## src/inc/hlcc_consts.svh

```systemverilog
// Register map, reset values, field positions and timing figures of the loop control block.
`ifndef HLCC_CONSTS_SVH
`define HLCC_CONSTS_SVH
`define HLCC_ADDR_CTRL1   8'h1b
`define HLCC_ADDR_CTRL2   8'h1c
`define HLCC_RST_CTRL1    8'h93
`define HLCC_RST_CTRL2    8'hf5
`define HLCC_CTRL1_WMASK  8'hbf
`define HLCC_BIT_BOOST    7
`define HLCC_BIT_RSVD     6
`define HLCC_BIT_CM       5
`define HLCC_DT_MSB       4
`define HLCC_BIT_DIR      7
`define HLCC_BIT_BSTAB    6
`define HLCC_DT_W         21
`define HLCC_MID_LEVEL    8'h80
`define HLCC_ZERO_RD      8'h00
`define HLCC_CLK_MHZ      250
`define HLCC_LRA_STEP_US  100
`define HLCC_LRA_OFF_US   500
`define HLCC_ERM_STEP_US  200
`define HLCC_ERM_OFF_US   1000
`endif

```

## src/inc/hlcc_pkg.sv

```systemverilog
// Types shared by the loop control block.
`include "hlcc_consts.svh"
package hlcc_pkg;
  typedef enum logic [1:0] {
    HLCC_GAIN_NORMAL,
    HLCC_GAIN_BOOST,
    HLCC_GAIN_REDUCED
  } hlcc_gain_e;

  typedef struct packed {
    logic signed [8:0] amp;
    logic              brake;
  } hlcc_drive_s;

  typedef struct packed {
    logic [7:0]            ctrl1;
    logic [7:0]            ctrl2;
    logic [7:0]            rdata;
    logic [`HLCC_DT_W-1:0] dtime;
    logic                  loaded;
    hlcc_gain_e            gain;
    hlcc_drive_s           drive;
  } hlcc_state_s;

  typedef struct packed {
    logic [`HLCC_DT_W-1:0] cnt;
    logic                  tick;
  } hlcc_tmr_s;
endpackage : hlcc_pkg

```

## src/rtl/hlcc_period_timer.sv

```systemverilog
// Free running period timer that emits one pulse per programmed period.
`timescale 1ns/1ns
`include "hlcc_consts.svh"
module hlcc_period_timer (
  input  wire logic                  mclk_in,
  input  wire logic                  rst_n_in,
  input  wire logic                  run_in,
  input  wire logic [`HLCC_DT_W-1:0] period_in,
  output logic                       tick_out
);
  hlcc_pkg::hlcc_tmr_s st_ff;
  hlcc_pkg::hlcc_tmr_s nxt_st;

  always_comb begin
    nxt_st      = st_ff;
    nxt_st.tick = 1'b0;
    if (!run_in) begin
      nxt_st.cnt = '0;
    end else if (st_ff.cnt == '0) begin
      nxt_st.cnt = period_in;
    end else if (st_ff.cnt == `HLCC_DT_W'(1)) begin
      nxt_st.cnt  = period_in;
      nxt_st.tick = 1'b1;
    end else begin
      nxt_st.cnt = st_ff.cnt - `HLCC_DT_W'(1);
    end
  end

  always_ff @(posedge mclk_in) begin
    if (!rst_n_in) begin
      st_ff <= '0;
    end else begin
      st_ff <= nxt_st;
    end
  end

  assign tick_out = st_ff.tick;

  property p_tick_reload;
    @(posedge mclk_in) disable iff (!rst_n_in)
      (run_in && st_ff.cnt == `HLCC_DT_W'(1)) |=> (tick_out && st_ff.cnt == $past(period_in));
  endproperty
  a_tick_reload: assert property (p_tick_reload) else $error("sample tick or reload wrong");
endmodule : hlcc_period_timer

```

## src/rtl/hlcc_top.sv

```systemverilog
// Loop control configuration registers and the playback logic they steer.
`timescale 1ns/1ns
`include "hlcc_consts.svh"
// Behaviour
// - Boost bit set raises loop gain while overdrive is active, unless the stabilizer reduction applies in the same cycle.
// - Common-mode bit drives the input trigger pin common-mode level; clear disables it.
// - In resonant mode the field only seeds drive time; device then adjusts it.
// - Resonant initial drive time is field times 0.1 ms plus 0.5 ms.
// - In rotating-mass mode field sets sampling period: field times 0.2 ms plus 1 ms.
// - Direction bit chooses unidirectional (0) or bidirectional (1) input interpretation.
// - Unidirectional output scales linearly with input; braking comes from feedback.
// - Unidirectional mode uses the full input range, one extra amplitude bit.
// - Bidirectional open loop: half input is zero, below brakes, above drives positive.
// - Stabilizer bit set reduces loop gain as braking nears completion.
module hlcc_top #(
  parameter int unsigned LRA_STEP_CYC = `HLCC_LRA_STEP_US * `HLCC_CLK_MHZ,
  parameter int unsigned LRA_OFF_CYC  = `HLCC_LRA_OFF_US * `HLCC_CLK_MHZ,
  parameter int unsigned ERM_STEP_CYC = `HLCC_ERM_STEP_US * `HLCC_CLK_MHZ,
  parameter int unsigned ERM_OFF_CYC  = `HLCC_ERM_OFF_US * `HLCC_CLK_MHZ
) (
  input  wire logic                  mclk_in,
  input  wire logic                  rst_n_in,
  input  wire logic [7:0]            reg_addr_in,
  input  wire logic [7:0]            reg_wdata_in,
  input  wire logic                  reg_wr_en_in,
  input  wire logic                  reg_rd_en_in,
  output logic [7:0]                 reg_rdata_out,
  input  wire logic                  lra_mode_in,
  input  wire logic                  open_loop_in,
  input  wire logic                  loop_start_in,
  input  wire logic                  overdrive_in,
  input  wire logic                  brake_near_done_in,
  input  wire logic                  brake_req_in,
  input  wire logic                  adj_valid_in,
  input  wire logic signed [15:0]    adj_delta_in,
  input  wire logic [7:0]            input_level_in,
  output logic                       overdrive_gain_boost_out,
  output logic                       common_mode_drive_en_out,
  output logic                       brake_gain_reduce_out,
  output logic                       input_direction_sel_out,
  output hlcc_pkg::hlcc_gain_e       loop_gain_sel_out,
  output logic [`HLCC_DT_W-1:0]      drive_time_cyc_out,
  output logic                       bemf_sample_tick_out,
  output hlcc_pkg::hlcc_drive_s      drive_out
);
  hlcc_pkg::hlcc_state_s   st_ff;
  hlcc_pkg::hlcc_state_s   nxt_st;
  logic [4:0]              dt_field;
  logic [`HLCC_DT_W-1:0]   lra_est;
  logic [`HLCC_DT_W-1:0]   erm_period;
  logic                    wr_ctrl1;
  logic                    wr_ctrl2;

  assign dt_field   = st_ff.ctrl1[`HLCC_DT_MSB:0];
  assign lra_est    = `HLCC_DT_W'(dt_field * LRA_STEP_CYC + LRA_OFF_CYC);
  assign erm_period = `HLCC_DT_W'(dt_field * ERM_STEP_CYC + ERM_OFF_CYC);
  assign wr_ctrl1   = reg_wr_en_in && (reg_addr_in == `HLCC_ADDR_CTRL1);
  assign wr_ctrl2   = reg_wr_en_in && (reg_addr_in == `HLCC_ADDR_CTRL2);

  always_comb begin
    nxt_st = st_ff;
    if (wr_ctrl1) begin
      nxt_st.ctrl1 = reg_wdata_in & `HLCC_CTRL1_WMASK;
    end else if (wr_ctrl2) begin
      nxt_st.ctrl2 = reg_wdata_in;
    end
    if (!reg_rd_en_in) begin
      nxt_st.rdata = st_ff.rdata;
    end else if (reg_addr_in == `HLCC_ADDR_CTRL1) begin
      nxt_st.rdata = st_ff.ctrl1 & `HLCC_CTRL1_WMASK;
    end else if (reg_addr_in == `HLCC_ADDR_CTRL2) begin
      nxt_st.rdata = st_ff.ctrl2;
    end else begin
      nxt_st.rdata = `HLCC_ZERO_RD;
    end
    // The field seeds the drive time; the resonance tracker trims it afterwards.
    if (!st_ff.loaded || loop_start_in || wr_ctrl1) begin
      nxt_st.dtime  = lra_est;
      nxt_st.loaded = !wr_ctrl1;
    end else if (adj_valid_in && lra_mode_in) begin
      nxt_st.dtime = st_ff.dtime + `HLCC_DT_W'(adj_delta_in);
    end
    if (st_ff.ctrl2[`HLCC_BIT_BSTAB] && brake_near_done_in) begin
      nxt_st.gain = hlcc_pkg::HLCC_GAIN_REDUCED;
    end else if (st_ff.ctrl1[`HLCC_BIT_BOOST] && overdrive_in) begin
      nxt_st.gain = hlcc_pkg::HLCC_GAIN_BOOST;
    end else begin
      nxt_st.gain = hlcc_pkg::HLCC_GAIN_NORMAL;
    end
    if (!st_ff.ctrl2[`HLCC_BIT_DIR]) begin
      nxt_st.drive.amp   = $signed({1'b0, input_level_in});
      nxt_st.drive.brake = brake_req_in;
    end else if (open_loop_in) begin
      nxt_st.drive.amp   = $signed({~input_level_in[7], input_level_in[6:0], 1'b0});
      nxt_st.drive.brake = input_level_in < `HLCC_MID_LEVEL;
    end else begin
      // Closed loop ignores the lower half; braking is left to the feedback.
      nxt_st.drive.amp   = input_level_in[7] ? $signed({1'b0, input_level_in[6:0], 1'b0}) : '0;
      nxt_st.drive.brake = brake_req_in;
    end
  end

  always_ff @(posedge mclk_in) begin
    if (!rst_n_in) begin
      st_ff        <= '0;
      st_ff.ctrl1  <= `HLCC_RST_CTRL1;
      st_ff.ctrl2  <= `HLCC_RST_CTRL2;
      st_ff.gain   <= hlcc_pkg::HLCC_GAIN_NORMAL;
    end else begin
      st_ff <= nxt_st;
    end
  end

  hlcc_period_timer u_bemf_timer (
    .mclk_in   (mclk_in),
    .rst_n_in  (rst_n_in),
    .run_in    (!lra_mode_in),
    .period_in (erm_period),
    .tick_out  (bemf_sample_tick_out)
  );

  assign reg_rdata_out            = st_ff.rdata;
  assign overdrive_gain_boost_out = st_ff.ctrl1[`HLCC_BIT_BOOST];
  assign common_mode_drive_en_out = st_ff.ctrl1[`HLCC_BIT_CM];
  assign brake_gain_reduce_out    = st_ff.ctrl2[`HLCC_BIT_BSTAB];
  assign input_direction_sel_out  = st_ff.ctrl2[`HLCC_BIT_DIR];
  assign loop_gain_sel_out        = st_ff.gain;
  assign drive_time_cyc_out       = st_ff.dtime;
  assign drive_out                = st_ff.drive;

  property p_boost;
    @(posedge mclk_in) disable iff (!rst_n_in)
      (overdrive_in && !brake_near_done_in && st_ff.ctrl1[`HLCC_BIT_BOOST])
        |=> loop_gain_sel_out == hlcc_pkg::HLCC_GAIN_BOOST;
  endproperty
  a_boost: assert property (p_boost) else $error("boost gain not applied in overdrive");

  property p_no_boost;
    @(posedge mclk_in) disable iff (!rst_n_in)
      (!st_ff.ctrl1[`HLCC_BIT_BOOST] && !brake_near_done_in) |=> loop_gain_sel_out == hlcc_pkg::HLCC_GAIN_NORMAL;
  endproperty
  a_no_boost: assert property (p_no_boost) else $error("gain raised with boost cleared");

  property p_common_mode;
    @(posedge mclk_in) disable iff (!rst_n_in)
      wr_ctrl1 |=> (common_mode_drive_en_out == $past(reg_wdata_in[`HLCC_BIT_CM]))
        ##1 ($past(wr_ctrl1) || common_mode_drive_en_out == $past(reg_wdata_in[`HLCC_BIT_CM], 2));
  endproperty
  a_common_mode: assert property (p_common_mode) else $error("common-mode drive does not follow write");

  property p_seed;
    @(posedge mclk_in) disable iff (!rst_n_in)
      wr_ctrl1 |=> ##1 drive_time_cyc_out
        == `HLCC_DT_W'($past(reg_wdata_in[`HLCC_DT_MSB:0], 2) * LRA_STEP_CYC + LRA_OFF_CYC);
  endproperty
  a_seed: assert property (p_seed) else $error("drive time seed wrong");

  property p_adjust;
    @(posedge mclk_in) disable iff (!rst_n_in)
      (st_ff.loaded && !loop_start_in && !wr_ctrl1 && adj_valid_in && lra_mode_in)
        |=> drive_time_cyc_out == $past(st_ff.dtime) + `HLCC_DT_W'($past(adj_delta_in));
  endproperty
  a_adjust: assert property (p_adjust) else $error("drive time not trimmed");

  property p_unidir;
    @(posedge mclk_in) disable iff (!rst_n_in)
      !input_direction_sel_out |=> (drive_out.amp == $signed({1'b0, $past(input_level_in)})
        && drive_out.brake == $past(brake_req_in));
  endproperty
  a_unidir: assert property (p_unidir) else $error("unidirectional scaling wrong");

  property p_bidir_open;
    @(posedge mclk_in) disable iff (!rst_n_in)
      (input_direction_sel_out && open_loop_in && input_level_in == `HLCC_MID_LEVEL)
        |=> (drive_out.amp == '0 && !drive_out.brake);
  endproperty
  a_bidir_open: assert property (p_bidir_open) else $error("mid input not zero output");

  property p_stab;
    @(posedge mclk_in) disable iff (!rst_n_in)
      (brake_near_done_in && brake_gain_reduce_out) |=> loop_gain_sel_out == hlcc_pkg::HLCC_GAIN_REDUCED;
  endproperty
  a_stab: assert property (p_stab) else $error("gain not reduced near brake end");

  property p_rsvd;
    @(posedge mclk_in) disable iff (!rst_n_in)
      (reg_rd_en_in && reg_addr_in == `HLCC_ADDR_CTRL1) |=> !reg_rdata_out[`HLCC_BIT_RSVD];
  endproperty
  a_rsvd: assert property (p_rsvd) else $error("reserved bit reads one");
endmodule : hlcc_top

```

## config.mk

```make
export PLATFORM = sky130hd
export DESIGN_NAME = hlcc_top
export DESIGN_NICKNAME = d
export VERILOG_FILES = /design/src/inc/hlcc_pkg.sv /design/src/rtl/hlcc_period_timer.sv /design/src/rtl/hlcc_top.sv
export VERILOG_INCLUDE_DIRS = /design/src /design/src/inc
export SDC_FILE = /design/constraint.sdc
export NUM_CORES = 1
export LEC_CHECK = 0
export ABC_CLOCK_PERIOD_IN_PS = 10200
export BUFFER_PORTS_ARGS = -buffer_cell sky130_fd_sc_hd__buf_2
export CAP_MARGIN = 5
export CORE_AREA = 3 3 124 126
export CTS_BUF_LIST = sky130_fd_sc_hd__clkbuf_16
export CTS_CLUSTER_DIAMETER = 50
export DETAILED_ROUTE_END_ITERATION = 8
export DIE_AREA = 0 0 127 129
export GPL_TIMING_DRIVEN = 0
export PLACE_DENSITY = 0.56
export SYNTH_ARGS = -nofsm -noshare
export SYNTH_HDL_FRONTEND = slang
export SYNTH_SLANG_ARGS = --single-unit
```

## constraint.sdc

```tcl
create_clock -name mclk_in -period 10.2 [get_ports mclk_in]
set_input_delay 1.53 -clock mclk_in [delete_from_list [all_inputs] [get_ports mclk_in]]
set_output_delay 1.53 -clock mclk_in [all_outputs]
set_load 0.05 [all_outputs]
```

==> results by group <==
Outcome
  • Outcome: finished clean

Final layout
  • Commonest non-fill, non-tap cell in the layout: buf_2
  • Nets: 903
  • Antenna Cells: 0
  • Footprint of the multi-input gates: between 0.003 and 0.004 mm²
  • Most frequent cells in the layout: buf_2 (100), dfxtp_1 (79), nor2_1 (66)
  • Fillers: approximately 1,500
  • FF/Latch Area: 0.001582 mm²
  • Design area: roughly 0.0067 mm²
  • Synthesis-to-finish area growth: 17.90%
  • Share of cells above drive strength 1: 0.2244

Synthesis
  • Gate Count Post-Synth: 690
  • Top cell type's share of synthesized area: 0.2786
  • Count of flip-flops with a built-in enable after synthesis: 0
  • Register area share after synthesis: 0.2786
  • Synthesized area per cell: 8.227 µm²
  • Synth Register Bits: between 70 and 80
  • Cell variety after synth: 70
  • Main area contributors after synthesis: dfxtp_1 (28%), ha_1 (12%), xnor2_1 (5.7%), buf_4 (5.4%), a211oi_1 (4.6%)
  • Mapped Nets: 796
  • Prevailing post-synth register cell: dfxtp_1
  • Post-synth ARST share: 0
  • Yosys warns: 0
  • Synth area leader: dfxtp_1
  • Netlist Area Pre-Place: around 0.0057 mm²

Critical path
  • Arrival time at the worst endpoint: between 4 and 5 ns
  • Cells along the critical path: inv_1 > ha_1 > inv_1 > ha_1 > ha_1 > ha_1 > and3_1 > a22o_1 > a211oi_1 > o22ai_1 > nor4_4 > nor3b_2 > xnor2_1 > a211oi_1
  • Most used cell, CP: ha_1
  • Slowest CP cell: dfxtp_1
  • Crit path largest cell delay: 0.53 ns
  • CP Data Required Time: 10.42 ns
  • Worst Path Max Fanout: 8
  • CP startpoint kind: register
  • CP endpoint kind: register
  • Setup CP Type: reg2reg

Die
  • Die height: 129 µm
  • Initial core utilization: 0.3936
  • Core area: 0.01442 mm²
  • I/O pins: 97
  • Total Die Area: 0.01638 mm²
  • Die width: ~130 µm
  • Cell Rows: 44

Clock network
  • Clk slew on worst S/H paths: about 0.07 ns
  • CTS buffer count: 9
  • Clk_lat worst skew: about 0.35 ns
  • TritonCTS clock tree: done
  • Hold_buf cts: 0
  • Clock Sinks: 79
  • Postcts setup bufs: 0
  • H-Tree Depth: 3
  • CTS resizes: 0
  • CTS Root Cell: clkbuf_16
  • Clock tree buffer depth: 2

Routing
  • DR vias: around 5,200
  • Routed length per instance: about 15 µm
  • Total wire length: around 15 mm
  • DRC violations left: 0
  • Remaining antenna violation count: 0
  • Vias/cell: around 5.3
  • Count of TritonRoute iterations in the first routing pass: 4
  • Drt initial violations: between 200 and 300

STA
  • Setup TNS Final: 0 ns
  • Worst slew margin: 0.5692
  • Final worst path period need: about 4 ns
  • Fin crit share: 0.3895
  • RSZ-0062 raised after global routing: no
  • Pins Over Slew Limit: 0
  • Worst-Margin Slew: 0.6462 ns
  • Layout Skew: about 0.007 ns
  • Highest Clock Rate: about 250 MHz
  • Endpoints failing setup: 0
  • Final Hold Fails: 0

Flow run
  • MaxCap Viol Count: 0

Pwr
  • Power Density: approximately 160 mW/mm²
  • Leak pwr: 3.005 nW
  • Peak VDD IR: 0.00008178 V

Global routing
  • Grt total ovfl: 0
  • First-pass GRT wire length: between 20 and 30 mm
  • Vias in the first global route: slightly above 5,000
  • Largest net degree at the start of global routing: 16
  • Overall Global Routing Usage: 0.1879
  • Initial antenna violation count: 0

Placement
  • Placer congestion estimate: 0.8703
  • Port Buf Inserts: 95
  • Hpwl dp: between 10 and 15 mm
  • Post-Place Cell Area: 0.006382 mm²

Min path
  • Worst hold-check path type: reg2reg
-- per-stage QoR --
step | hold slack (ns) | worst slack [ns] | util | instances | power [mW]
final | 0.4607 | 6.227 | 0.4640 | 986 | 1.059
after global routing | 0.4897 | 5.930 | 0.4640 | 986 | 1.118
after CTS | 0.4615 | 6.207 | 0.4637 | 985 | 1.067
after detailed placement | 0.4499 | 6.081 | 0.4425 | 969 | 0.7297
after global placement | 0.4459 | 6.049 | 0.4425 | 969 | 0.7214
after floorplan | 0.4303 | 6.404 | - | 690 | 0.6505
-- worst paths after layout --
path	cells past startpoint	end	startpoint	slack [ns]
min	2	st_ff[43]	st_ff[43]	0.46
max	14	u_bemf_timer.st_ff[21]	dt_field[3]	6.23
max reg2reg	14	u_bemf_timer.st_ff[21]	dt_field[3]	6.23
min reg2reg	2	st_ff[43]	st_ff[43]	0.46
-- metal layers --
metal	global-route usage	vias up	routed length, µm
met5	0	-	0
met1	0.2515	2403	7300
met2	0.3064	112	7032
met3	0.03279	20	581
met4	0.06562	0	340
li1	-	2673	-
-- synthesized netlist by cell type, types with 7 or more instances --
library cell,instances
o21a_1,7
a211oi_1,35
buf_4,41
nor3_1,16
inv_1,19
xnor2_1,37
nand3_1,42
clkbuf_1,21
a21oi_1,46
a21o_1,12
a22oi_1,8
xor2_1,16
nand2_1,55
ha_1,53
nor2_1,66
dfxtp_1,79
nand2b_1,11
and3_1,10
o21ai_0,18
-- where the power goes --
part	internal (mW)	total, mW	switching, mW
registers	0.336	0.359	0.0230
clock network	0.193	0.334	0.142
logic	0.146	0.365	0.220
-- logic make-up (layout without fill, tap and decap cells) --
logic type | Yosys count | after routing | share of synthesized area
AO/OA/AOI/OAI | 174 | 174 | 0.2129
multiplexers | 1 | 1 | 0.001763
XOR/XNOR | 53 | 53 | 0.08177
AND/OR/NAND/NOR | 241 | 241 | 0.2153
buffers and inverters | 87 | 199 | 0.08574
flip-flops | 79 | 79 | 0.2786
adder cells (fa/ha/maj) | 55 | 55 | 0.1239
-- cell type report --
cell class,instances,share of cell area
plain buffers,68,0.06207
clock buffers,9,0.03365
clock inverters,7,0.01196
inverters,19,0.01066
multi-input cells,524,0.5392
flip-flops and latches,79,0.2363
well taps,184,0.03440
repair buffers,96,0.07179
-- flip-flops by register name, indices dropped and copies added, names as in the netlist, 2 cells and up --
register,count
st_ff,7
u_bemf_timer.st_ff,21
drive_out,10
dt_field,5
drive_time_cyc_out,21
loop_gain_sel_out,2
reg_rdata_out,8
-- worst max-delay path: cells and delay by family (launching register included) --
family	cells	cell delay, ns
DFF	1	0.53
adders and majority gates	4	1.32
xor gates and xnor gates	1	0.39
buffers and inverters	2	0.13
AOI/OAI and AO/OA	4	0.85
and+or+nand+nor	3	0.62
No activity file was read; power rests on OpenSTA's default activity.
